**src/design/tpc_pkg.sv**
```systemverilog
// Package of constants and types for the three-phase PWM current loop block
package tpc_pkg;
	// Register offsets (byte addresses)
	localparam logic [7:0] TPC_REG_PERIOD = 8'h00;
	localparam logic [7:0] TPC_REG_DEADTIME = 8'h04;
	localparam logic [7:0] TPC_REG_CMD_A = 8'h08;
	localparam logic [7:0] TPC_REG_CMD_B = 8'h0c;
	localparam logic [7:0] TPC_REG_CMD_C = 8'h10;
	localparam logic [7:0] TPC_REG_UPDATE = 8'h14;
	localparam logic [7:0] TPC_REG_OFFSET_A = 8'h18;
	localparam logic [7:0] TPC_REG_OFFSET_B = 8'h1c;
	localparam logic [7:0] TPC_REG_CUR_A = 8'h20;
	localparam logic [7:0] TPC_REG_CUR_B = 8'h24;
	localparam logic [7:0] TPC_REG_ANGLE = 8'h28;
	localparam logic [7:0] TPC_REG_CYC_SIZE = 8'h2c;
	localparam logic [7:0] TPC_REG_CYC_DIV = 8'h30;
	localparam logic [7:0] TPC_REG_CUR_LIMIT = 8'h34;
	localparam logic [7:0] TPC_REG_DIRECT = 8'h38;
	localparam logic [7:0] TPC_REG_OPEN_LOOP = 8'h3c;
	localparam logic [7:0] TPC_REG_QUAD_CMD = 8'h40;
	localparam logic [7:0] TPC_REG_POSITION = 8'h44;
	localparam logic [7:0] TPC_REG_STATUS = 8'h48;
	// Field positions
	localparam int TPC_UPDATE_BIT = 0;
	localparam int TPC_OPEN_LOOP_EN_BIT = 16;
	localparam int TPC_ST_DIR_BIT = 0;
	localparam int TPC_ST_LOOP_BIT = 1;
	localparam int TPC_ST_PENDING_BIT = 2;
	// Reset values
	localparam logic [15:0] TPC_PERIOD_RST = 16'h0a2c;
	localparam logic [15:0] TPC_DEADTIME_RST = 16'h000f;
	localparam logic [7:0] TPC_ANGLE_RST = 8'h55;
	localparam logic [15:0] TPC_CYC_SIZE_RST = 16'h0800;
	localparam logic [15:0] TPC_CYC_DIV_RST = 16'h0001;
	localparam logic [15:0] TPC_CUR_LIMIT_RST = 16'h7fff;
	// Direction threshold of the commutation phase angle
	localparam logic [7:0] TPC_ANGLE_MID = 8'h80;
	// Carrier direction
	typedef enum logic [0:0] {TPC_UP = 1'b0, TPC_DOWN = 1'b1} tpc_dir_t;
endpackage

```
**src/design/tpc_top.sv**
```systemverilog
// Three-phase direct PWM stage with current offset and command registers
// What this block does
// [RULE1] Zero commands give 50 percent duty minus deadtime at the period's frequency.
// [RULE2] All three high-side outputs share one carrier and stay in phase.
// [RULE3] Low-side outputs are in phase, half a cycle from the high side.
// [RULE4] Each pair keeps a deadtime where neither output is on.
// [RULE5] Positive command lengthens high on-time, shortens low; negative reverses.
// [RULE6] Commands written together in one update reach the outputs together.
// [RULE7] Phase A and B readings are corrected by separate signed offsets.
// [RULE8] Offsets and readings are both scaled as 16-bit signed values.
// [RULE9] Phase angle below 128 advances positive, above 128 negative.
// [RULE10] One commutation cycle spans cycle size divided by divisor counts.
// [RULE11] Open-loop command closes only current loops; magnitude is percent of limit.
// [RULE12] Direct current magnitude comes from its own parameter.
// [RULE13] Signed command maps linearly to duty; full scale equals period count.
//
// The implementer's own choices: the placing of the registers and the Wishbone register port.
`timescale 1ns/1ps
module tpc_top
	import tpc_pkg::*;
#(
	parameter int W = 16
) (
	input wire logic clk_i,
	input wire logic rst_i,
	input wire logic wb_cyc_i,
	input wire logic wb_stb_i,
	input wire logic wb_we_i,
	input wire logic [7:0] wb_adr_i,
	input wire logic [3:0] wb_sel_i,
	input wire logic [31:0] wb_dat_i,
	output logic [31:0] wb_dat_o,
	output logic wb_ack_o,
	input wire logic [W-1:0] phase_a_adc_i,
	input wire logic [W-1:0] phase_b_adc_i,
	input wire logic [W-1:0] feedback_count_i,
	output logic phase_a_high_side_out_o,
	output logic phase_a_low_side_out_o,
	output logic phase_b_high_side_out_o,
	output logic phase_b_low_side_out_o,
	output logic phase_c_high_side_out_o,
	output logic phase_c_low_side_out_o,
	output logic commutation_forward_o,
	output logic current_loops_closed_o
);
	logic [W-1:0] pwm_period_setting;
	logic [W-1:0] pwm_deadtime_setting;
	logic [W-1:0] cmd_shadow [3];
	logic [W-1:0] cmd_live [3];
	logic update_pending;
	logic [W-1:0] phase_a_current_offset;
	logic [W-1:0] phase_b_current_offset;
	logic [7:0] commutation_phase_angle;
	logic [W-1:0] commutation_cycle_size;
	logic [W-1:0] commutation_cycle_divisor;
	logic [W-1:0] output_current_limit;
	logic [W-1:0] direct_current_magnitude;
	logic [7:0] open_loop_percent;
	logic open_loop_en;
	logic [W-1:0] quad_current_cmd;
	logic [W-1:0] cycle_counts;
	logic [W-1:0] carrier;
	tpc_dir_t dir;
	logic [W-1:0] adc_a_s1, adc_a_s2, adc_b_s1, adc_b_s2, fb_s1, fb_s2;
	logic [W-1:0] phase_a_current_reading;
	logic [W-1:0] phase_b_current_reading;
	logic [W-1:0] rotor_position_count;
	logic [W-1:0] threshold [3];
	logic [2:0] leg_high;
	logic [2:0] leg_low;
	logic wb_req;
	logic wb_wr;
	logic [31:0] next_rdata;
	logic [W-1:0] wdat;

	assign wb_req = wb_cyc_i && wb_stb_i && !wb_ack_o;
	// Writes land at the edge where the master sees ack, not when the request is taken
	assign wb_wr = wb_cyc_i && wb_stb_i && wb_we_i && wb_ack_o;
	assign wdat = wb_dat_i[W-1:0];

	// Two-stage capture of pin-level feedback
	always_ff @(posedge clk_i) begin
		if (rst_i) begin
			adc_a_s1 <= '0;
			adc_a_s2 <= '0;
			adc_b_s1 <= '0;
			adc_b_s2 <= '0;
			fb_s1 <= '0;
			fb_s2 <= '0;
		end else begin
			adc_a_s1 <= phase_a_adc_i;
			adc_a_s2 <= adc_a_s1;
			adc_b_s1 <= phase_b_adc_i;
			adc_b_s2 <= adc_b_s1;
			fb_s1 <= feedback_count_i;
			fb_s2 <= fb_s1;
		end
	end

	always_ff @(posedge clk_i) begin
		if (rst_i) begin
			rotor_position_count <= '0;
		end else begin
			rotor_position_count <= fb_s2;
		end
	end

	// Configuration registers
	always_ff @(posedge clk_i) begin
		if (rst_i) begin
			pwm_period_setting <= TPC_PERIOD_RST;
			pwm_deadtime_setting <= TPC_DEADTIME_RST;
			phase_a_current_offset <= '0;
			phase_b_current_offset <= '0;
			commutation_phase_angle <= TPC_ANGLE_RST;
			commutation_cycle_size <= TPC_CYC_SIZE_RST;
			commutation_cycle_divisor <= TPC_CYC_DIV_RST;
			output_current_limit <= TPC_CUR_LIMIT_RST;
			direct_current_magnitude <= '0;
			open_loop_percent <= '0;
			open_loop_en <= 1'b0;
		end else if (wb_wr) begin
			unique case (wb_adr_i)
				TPC_REG_PERIOD: pwm_period_setting <= (wdat == '0) ? 16'h0001 : wdat;
				TPC_REG_DEADTIME: pwm_deadtime_setting <= wdat;
				TPC_REG_OFFSET_A: phase_a_current_offset <= wdat; // RULE7
				TPC_REG_OFFSET_B: phase_b_current_offset <= wdat; // RULE7
				TPC_REG_ANGLE: commutation_phase_angle <= wb_dat_i[7:0];
				TPC_REG_CYC_SIZE: commutation_cycle_size <= wdat;
				TPC_REG_CYC_DIV: commutation_cycle_divisor <= (wdat == '0) ? 16'h0001 : wdat;
				TPC_REG_CUR_LIMIT: output_current_limit <= wdat;
				TPC_REG_DIRECT: direct_current_magnitude <= wdat; // RULE12
				TPC_REG_OPEN_LOOP: begin
					open_loop_percent <= wb_dat_i[7:0];
					open_loop_en <= wb_dat_i[TPC_OPEN_LOOP_EN_BIT]; // RULE11
				end
				default: ;
			endcase
		end
	end

	// Command shadows; live copies load together at the carrier bottom
	always_ff @(posedge clk_i) begin
		if (rst_i) begin
			for (int i = 0; i < 3; i++) begin
				cmd_shadow[i] <= '0;
				cmd_live[i] <= '0;
			end
			update_pending <= 1'b0;
		end else begin
			if (wb_wr && wb_adr_i == TPC_REG_CMD_A) cmd_shadow[0] <= wdat;
			if (wb_wr && wb_adr_i == TPC_REG_CMD_B) cmd_shadow[1] <= wdat;
			if (wb_wr && wb_adr_i == TPC_REG_CMD_C) cmd_shadow[2] <= wdat;
			if (dir == TPC_UP && carrier == '0 && update_pending) begin
				for (int i = 0; i < 3; i++) cmd_live[i] <= cmd_shadow[i]; // RULE6
			end
			if (wb_wr && wb_adr_i == TPC_REG_UPDATE && wb_dat_i[TPC_UPDATE_BIT]) begin
				update_pending <= 1'b1; // RULE6
			end else if (dir == TPC_UP && carrier == '0) begin
				update_pending <= 1'b0;
			end
		end
	end

	// Shared up/down carrier, period counts each way
	always_ff @(posedge clk_i) begin
		if (rst_i) begin
			carrier <= '0;
			dir <= TPC_UP;
		end else if (dir == TPC_UP) begin
			if (carrier >= pwm_period_setting - 16'h0001) dir <= TPC_DOWN;
			carrier <= carrier + 16'h0001; // RULE1 RULE2
		end else begin
			if (carrier <= 16'h0001) dir <= TPC_UP;
			carrier <= carrier - 16'h0001; // RULE1 RULE2
		end
	end

	// Threshold = period/2 + cmd/2, clamped to 0..period
	genvar g;
	generate
		for (g = 0; g < 3; g++) begin : g_leg
			logic signed [W+1:0] t;
			always_comb begin
				t = $signed({2'b00, pwm_period_setting[W-1:1]})
					+ $signed({{2{cmd_live[g][W-1]}}, cmd_live[g]}) / 2; // RULE13 RULE5
				if (t < 0) threshold[g] = '0;
				else if (t > $signed({2'b00, pwm_period_setting})) threshold[g] = pwm_period_setting;
				else threshold[g] = t[W-1:0];
			end
			tpc_phase_leg #(.W(W)) u_leg (
				.clk_i(clk_i),
				.rst_i(rst_i),
				.carrier_i(carrier),
				.threshold_i(threshold[g]),
				.deadtime_i(pwm_deadtime_setting),
				.high_o(leg_high[g]),
				.low_o(leg_low[g])
			); // RULE3 RULE4
		end
	endgenerate

	tpc_current_adjust #(.W(W)) u_adj_a (
		.clk_i(clk_i),
		.rst_i(rst_i),
		.raw_i(adc_a_s2),
		.offset_i(phase_a_current_offset),
		.corrected_o(phase_a_current_reading)
	); // RULE7 RULE8
	tpc_current_adjust #(.W(W)) u_adj_b (
		.clk_i(clk_i),
		.rst_i(rst_i),
		.raw_i(adc_b_s2),
		.offset_i(phase_b_current_offset),
		.corrected_o(phase_b_current_reading)
	); // RULE7 RULE8

	// Derived commutation and current-loop values
	always_ff @(posedge clk_i) begin
		if (rst_i) begin
			cycle_counts <= '0;
			quad_current_cmd <= '0;
			commutation_forward_o <= 1'b1;
			current_loops_closed_o <= 1'b0;
		end else begin
			cycle_counts <= commutation_cycle_size / commutation_cycle_divisor; // RULE10
			quad_current_cmd <= W'((32'(output_current_limit) * 32'(open_loop_percent)) / 100); // RULE11
			commutation_forward_o <= commutation_phase_angle < TPC_ANGLE_MID; // RULE9
			current_loops_closed_o <= open_loop_en; // RULE11
		end
	end

	// Outputs registered
	always_ff @(posedge clk_i) begin
		if (rst_i) begin
			phase_a_high_side_out_o <= 1'b0;
			phase_a_low_side_out_o <= 1'b0;
			phase_b_high_side_out_o <= 1'b0;
			phase_b_low_side_out_o <= 1'b0;
			phase_c_high_side_out_o <= 1'b0;
			phase_c_low_side_out_o <= 1'b0;
		end else begin
			phase_a_high_side_out_o <= leg_high[0];
			phase_a_low_side_out_o <= leg_low[0];
			phase_b_high_side_out_o <= leg_high[1];
			phase_b_low_side_out_o <= leg_low[1];
			phase_c_high_side_out_o <= leg_high[2];
			phase_c_low_side_out_o <= leg_low[2];
		end
	end

	// Read mux; unmapped reads zero
	always_comb begin
		next_rdata = '0;
		unique case (wb_adr_i)
			TPC_REG_PERIOD: next_rdata[W-1:0] = pwm_period_setting;
			TPC_REG_DEADTIME: next_rdata[W-1:0] = pwm_deadtime_setting;
			TPC_REG_CMD_A: next_rdata[W-1:0] = cmd_shadow[0];
			TPC_REG_CMD_B: next_rdata[W-1:0] = cmd_shadow[1];
			TPC_REG_CMD_C: next_rdata[W-1:0] = cmd_shadow[2];
			TPC_REG_OFFSET_A: next_rdata[W-1:0] = phase_a_current_offset;
			TPC_REG_OFFSET_B: next_rdata[W-1:0] = phase_b_current_offset;
			TPC_REG_CUR_A: next_rdata[W-1:0] = phase_a_current_reading;
			TPC_REG_CUR_B: next_rdata[W-1:0] = phase_b_current_reading;
			TPC_REG_ANGLE: next_rdata[7:0] = commutation_phase_angle;
			TPC_REG_CYC_SIZE: next_rdata[W-1:0] = commutation_cycle_size;
			TPC_REG_CYC_DIV: next_rdata[W-1:0] = commutation_cycle_divisor;
			TPC_REG_CUR_LIMIT: next_rdata[W-1:0] = output_current_limit;
			TPC_REG_DIRECT: next_rdata[W-1:0] = direct_current_magnitude;
			TPC_REG_OPEN_LOOP: next_rdata = {15'h0000, open_loop_en, 8'h00, open_loop_percent};
			TPC_REG_QUAD_CMD: next_rdata[W-1:0] = quad_current_cmd;
			TPC_REG_POSITION: next_rdata = {cycle_counts, rotor_position_count};
			TPC_REG_STATUS: begin
				next_rdata[TPC_ST_DIR_BIT] = commutation_forward_o;
				next_rdata[TPC_ST_LOOP_BIT] = current_loops_closed_o;
				next_rdata[TPC_ST_PENDING_BIT] = update_pending;
			end
			default: next_rdata = '0;
		endcase
	end

	always_ff @(posedge clk_i) begin
		if (rst_i) begin
			wb_ack_o <= 1'b0;
			wb_dat_o <= '0;
		end else begin
			wb_ack_o <= wb_req;
			wb_dat_o <= wb_req ? next_rdata : '0;
		end
	end

	direction_map_a: assert property (@(posedge clk_i) disable iff (rst_i)
		$stable(commutation_phase_angle) && commutation_phase_angle > TPC_ANGLE_MID
		|=> !commutation_forward_o) else $error("angle above mid not negative"); // RULE9
	cmds_together_a: assert property (@(posedge clk_i) disable iff (rst_i)
		$changed(cmd_live[0]) |-> $past(dir == TPC_UP && carrier == '0 && update_pending))
		else $error("command loaded off the carrier bottom"); // RULE6
	zero_half_duty_a: assert property (@(posedge clk_i) disable iff (rst_i)
		cmd_live[1] == '0 |-> threshold[1] == {1'b0, pwm_period_setting[W-1:1]})
		else $error("zero command not half duty"); // RULE1 RULE13
	legs_in_phase_a: assert property (@(posedge clk_i) disable iff (rst_i)
		(cmd_live[0] == cmd_live[1] && $stable(cmd_live[0]) && $stable(cmd_live[1]))
		|=> leg_high[0] == leg_high[1]) else $error("high sides out of phase"); // RULE2
	ack_one_cycle_a: assert property (@(posedge clk_i) disable iff (rst_i)
		wb_ack_o |=> !wb_ack_o) else $error("ack held too long");
endmodule

```
**src/design/tpc_phase_leg.sv**
```systemverilog
// One phase leg: compare and deadtime for the high and low outputs
`timescale 1ns/1ps
module tpc_phase_leg
	import tpc_pkg::*;
#(
	parameter int W = 16
) (
	input wire logic clk_i,
	input wire logic rst_i,
	input wire logic [W-1:0] carrier_i,
	input wire logic [W-1:0] threshold_i,
	input wire logic [W-1:0] deadtime_i,
	output logic high_o,
	output logic low_o
);
	logic [W:0] hi_edge;
	logic [W:0] lo_edge;
	logic next_high;
	logic next_low;

	// High on while carrier is below threshold less half deadtime, low above plus half
	always_comb begin
		hi_edge = {1'b0, carrier_i} + {2'b00, deadtime_i[W-1:1]};
		lo_edge = {1'b0, carrier_i} - {2'b00, deadtime_i[W-1:1]} - {{W{1'b0}}, deadtime_i[0]};
		next_high = hi_edge < {1'b0, threshold_i};
		next_low = !lo_edge[W] && (lo_edge[W-1:0] >= threshold_i);
	end

	always_ff @(posedge clk_i) begin
		if (rst_i) begin
			high_o <= 1'b0;
			low_o <= 1'b0;
		end else begin
			high_o <= next_high; // RULE4 RULE5
			low_o <= next_low && !next_high; // RULE4
		end
	end

	pair_exclusive_a: assert property (@(posedge clk_i) disable iff (rst_i)
		!(high_o && low_o)) else $error("high and low on together"); // RULE4
endmodule

```
**src/design/tpc_current_adjust.sv**
```systemverilog
// Offset correction of one 16-bit phase current reading
`timescale 1ns/1ps
module tpc_current_adjust
	import tpc_pkg::*;
#(
	parameter int W = 16
) (
	input wire logic clk_i,
	input wire logic rst_i,
	input wire logic [W-1:0] raw_i,
	input wire logic [W-1:0] offset_i,
	output logic [W-1:0] corrected_o
);
	logic signed [W:0] sum;
	logic [W-1:0] next_corrected;

	// Saturating signed add of the offset
	always_comb begin
		sum = $signed({raw_i[W-1], raw_i}) + $signed({offset_i[W-1], offset_i});
		if (sum[W] != sum[W-1]) begin
			next_corrected = sum[W] ? {1'b1, {(W-1){1'b0}}} : {1'b0, {(W-1){1'b1}}};
		end else begin
			next_corrected = sum[W-1:0];
		end
	end

	always_ff @(posedge clk_i) begin
		if (rst_i) begin
			corrected_o <= '0;
		end else begin
			corrected_o <= next_corrected; // RULE7 RULE8
		end
	end

	offset_applied_a: assert property (@(posedge clk_i) disable iff (rst_i)
		(offset_i == '0 && $stable(raw_i)) |=> corrected_o == $past(raw_i))
		else $error("zero offset changed reading"); // RULE7
endmodule

```
**config.mk**
```make
export PLATFORM = sky130hd
export DESIGN_NAME = tpc_top
export DESIGN_NICKNAME = d
export VERILOG_FILES = /design/src/design/tpc_pkg.sv /design/src/design/tpc_top.sv /design/src/design/tpc_phase_leg.sv /design/src/design/tpc_current_adjust.sv
export SDC_FILE = /design/constraint.sdc
export NUM_CORES = 2
export LEC_CHECK = 0
export BUFFER_PORTS_ARGS = -buffer_cell sky130_fd_sc_hd__buf_2
export CAP_MARGIN = 5
export CELL_PAD_IN_SITES_DETAIL_PLACEMENT = 1
export CELL_PAD_IN_SITES_GLOBAL_PLACEMENT = 2
export CORE_MARGIN = 1.5
export CORE_UTILIZATION = 43
export DETAILED_ROUTE_END_ITERATION = 8
export MAX_ROUTING_LAYER = met4
export PLACE_DENSITY = 0.88
export SKIP_CTS_REPAIR_TIMING = 1
export SLEW_MARGIN = 20
export SYNTH_ARGS = -nofsm -noshare
export SYNTH_HDL_FRONTEND = slang
export SYNTH_SLANG_ARGS = --single-unit
```
**constraint.sdc**
```tcl
create_clock -name clk_i -period 103.2 [get_ports clk_i]
set_input_delay 5.16 -clock clk_i [delete_from_list [all_inputs] [get_ports clk_i]]
set_output_delay 5.16 -clock clk_i [all_outputs]
set_load 0.01 [all_outputs]
```
==> summary.md <==
| Metric | Value |
|---|---|
| HPWL Detailed | 105 mm |
| Final setup vio count | 0 |
| Global-route wire length before repair | 211 mm |
| Number of global-route vias before repair | 35300 |
| Std-Cell Core Area | 88200 µm² |
| Adder-cell share of the synthesized area | 20.2% |
| Placed Cells | 5685 |
| Hold Vio Cnt, Final | 0 |
| Syn Inst Count | 4551 |
| Total CTS buffers | 55 |
| Total GRT Usage | 30.9% |
| Num ports | 138 |
| Met2 wire len | 62.7 mm |
| CP max FO | 29 |
| Post-DR wirelength/cell | 23.8 µm |
| Fill cells | 10500 |
| Synth area leader | dfxtp_1 |
| Nets | 5233 |
| ANT nets after route | 0 |
| Hold crit path type | reg -> reg |
| Compound-gate portion of the synthesized area | 22.1% |
| Post-Synth XOR/XNOR Area | 4.20% |
| Commonest cells after routing, fill and taps aside | nand2_1 (600), ha_1 (464), dfxtp_1 (386), a21oi_1 (355), inv_1 (240) |
| Biggest regs | cmd_live x48, cmd_shadow x48, wb_dat_o x32 |
| Worst Slack Setup Final | 64.31 ns |
| Antenna violations before repair | 8 |
| Clk_lat worst skew | 0.69 ns |
| EDFF count, synth | 96 |
| CP arrival | 39.35 ns |
| Die area | 90800 µm² |
| Sequential area share after synthesis | 27.7% |
| Status | finished, final reports clean |
| Setup TNS | 0 ns |
| Utilization after layout | 47.7% |
| Non-filler cells in the finished layout | 5798 |
| DIE WIDTH | 301 µm |
| Final Cycle Share | 37.7% |
| Root Buffer | clkbuf_16 |
| Synth Flop Type | dfxtp_1 |
| Worst-path clk slew | 0.07 ns |
| Met3 wire len | 8.73 mm |
| Starting DRT DRC Count | 2623 |
| Max-Cap Viols | 0 |
| #FFs+latches synth | 482 |
| Slew headroom | 17.4% |
| Fmax | 25.7 MHz |
| RSZ-0062 raised after global routing | no |
| Mapped cell area | 38300 µm² |
| Fin. max-slew vios | 0 |
| Pre-CTS setup slack | 64.58 ns |
| Req. time, crit path | 103.67 ns |
| Starting Density | 43.4% |
| Actual slew at the worst max-slew pin | 1.23 ns |
| Post-synthesis mux area share | 0.628% |
| Synth Warn # | 0 |
| Largest net degree at the start of global routing | 94 |
| DRC Markers | 0 |
| Synth async-reset ratio | 0% |
| Vias | 34700 |
| Post-synthesis simple-gate area fraction | 20.8% |
| Share of the synthesized area in the top cell type | 20.2% |
| Crit. End Element | register |
| M1 WL | 59.6 mm |
| DR top layer | met4 |
| CTS tree | yes |
| First-pass DRT Iterations | 9 |
| H-tree depth | 2 |
| Slowest-stage cell, CP | o211ai_1 |
| Synth Net Count | 5207 |
| Crit path top cell by count | o21a_1 |
| Row cnt | 109 |
| Layout cells sized above 1 | 7.81% |
| Area grow syn2layout | 9.89% |
| CP Class | reg -> reg |
| Max incr delay on CP | 0.66 ns |
| GP Congestion | 0.964 |
| Setup Skew | 0.0891 ns |
| Cell variety after synth | 109 |
| Minimum clock period | 38.89 ns |
| Drt total wl | 138 mm |
| Commonest non-fill, non-tap cell in the layout | nand2_1 |
| Grt ovf | 0 |
| Syn avg cell area | 8.41 µm² |
| Port bufs | 118 |
| Worst setup SP type | register |
| Dominant cells by area after synthesis | dfxtp_1 (20%), ha_1 (15%), edfxtp_1 (7.5%), nand2_1 (5.9%), fa_1 (5.0%) |
| Largest family of logic cells by synthesized area | compound AO/OA/AOI/OAI gates |
| Die H | 301 µm |
| Clock tree buffer depth | 3 |
| Post-DR vias/cell | 5.99 |
| Clk sinks | 482 |
[critical path: cells and delay by family, from the launching register on]
kind                       cells  cell delay (ns)
adders and majority gates     15             4.36
AOI/OAI and AO/OA            140            26.05
DFF                            1             0.50
and+or+nand+nor               33             4.64
buffers and inverters         11             2.71
muxes                          1             0.29
[stage by stage]
step                      hold WS [ns]  instance area (µm²)
after global placement           0.417                40000
after floorplan                  0.383                38300
after detailed placement         0.424                40000
final                            0.383                42100
after CTS                        0.393                42000
after global routing             0.414                42100
[synthesized netlist by cell type (all sizes together) (63+ instances only)]
master  instances
a22oi          78
o21ai         206
xnor2         138
nor2          207
fa             95
and2          169
nand3          63
o21a          104
a21oi         357
nand2         602
inv           240
edfxtp         96
nor3          155
nor2b         178
nand2b         66
dfxtp         386
ha            464
clkbuf        178
o31ai          95
[path summary, 6_finish.rpt]
kind,from,end,slack [ns],cells past startpoint
worst max-delay path,commutation_cycle_divisor[15],cycle_counts[0],64.31,200
worst min-delay path,fb_s2[6],rotor_position_count[6],0.38,1
worst max register to register,commutation_cycle_divisor[15],cycle_counts[0],64.31,200
worst min register to register,fb_s2[6],rotor_position_count[6],0.38,1
[area by class of cell]
| type | instances | area (µm²) | share of cell area (%) |
|---|---|---|---|
| multi-input combinational | 3630 | 26100 | 62.0 |
| sequential | 482 | 10600 | 25.2 |
| clock buffer | 67 | 1540 | 3.65 |
| tap | 1165 | 1460 | 3.47 |
| timing repair buffer | 168 | 976 | 2.32 |
| inverter | 240 | 901 | 2.14 |
| clock inverter | 37 | 483 | 1.15 |
| antenna | 9 | 22.5 | 0.0535 |
[layer usage]
metal	GRT usage, %	vias up
met5	-	-
met4	13.7	0
met3	4.39	289
met2	48.7	1025
met1	39.1	17100
li1	-	16300
[cells by family after synthesis]
| group | after synthesis |
|---|---|
| xor+xnor | 180 |
| compound gates | 1252 |
| buf+inv | 439 |
| flops | 482 |
| mux | 22 |
| simple gates | 1616 |
| fa+ha+maj | 560 |
Power is not shown: default switching activity piles up to over one toggle a cycle in this logic, so the estimate is an artifact.
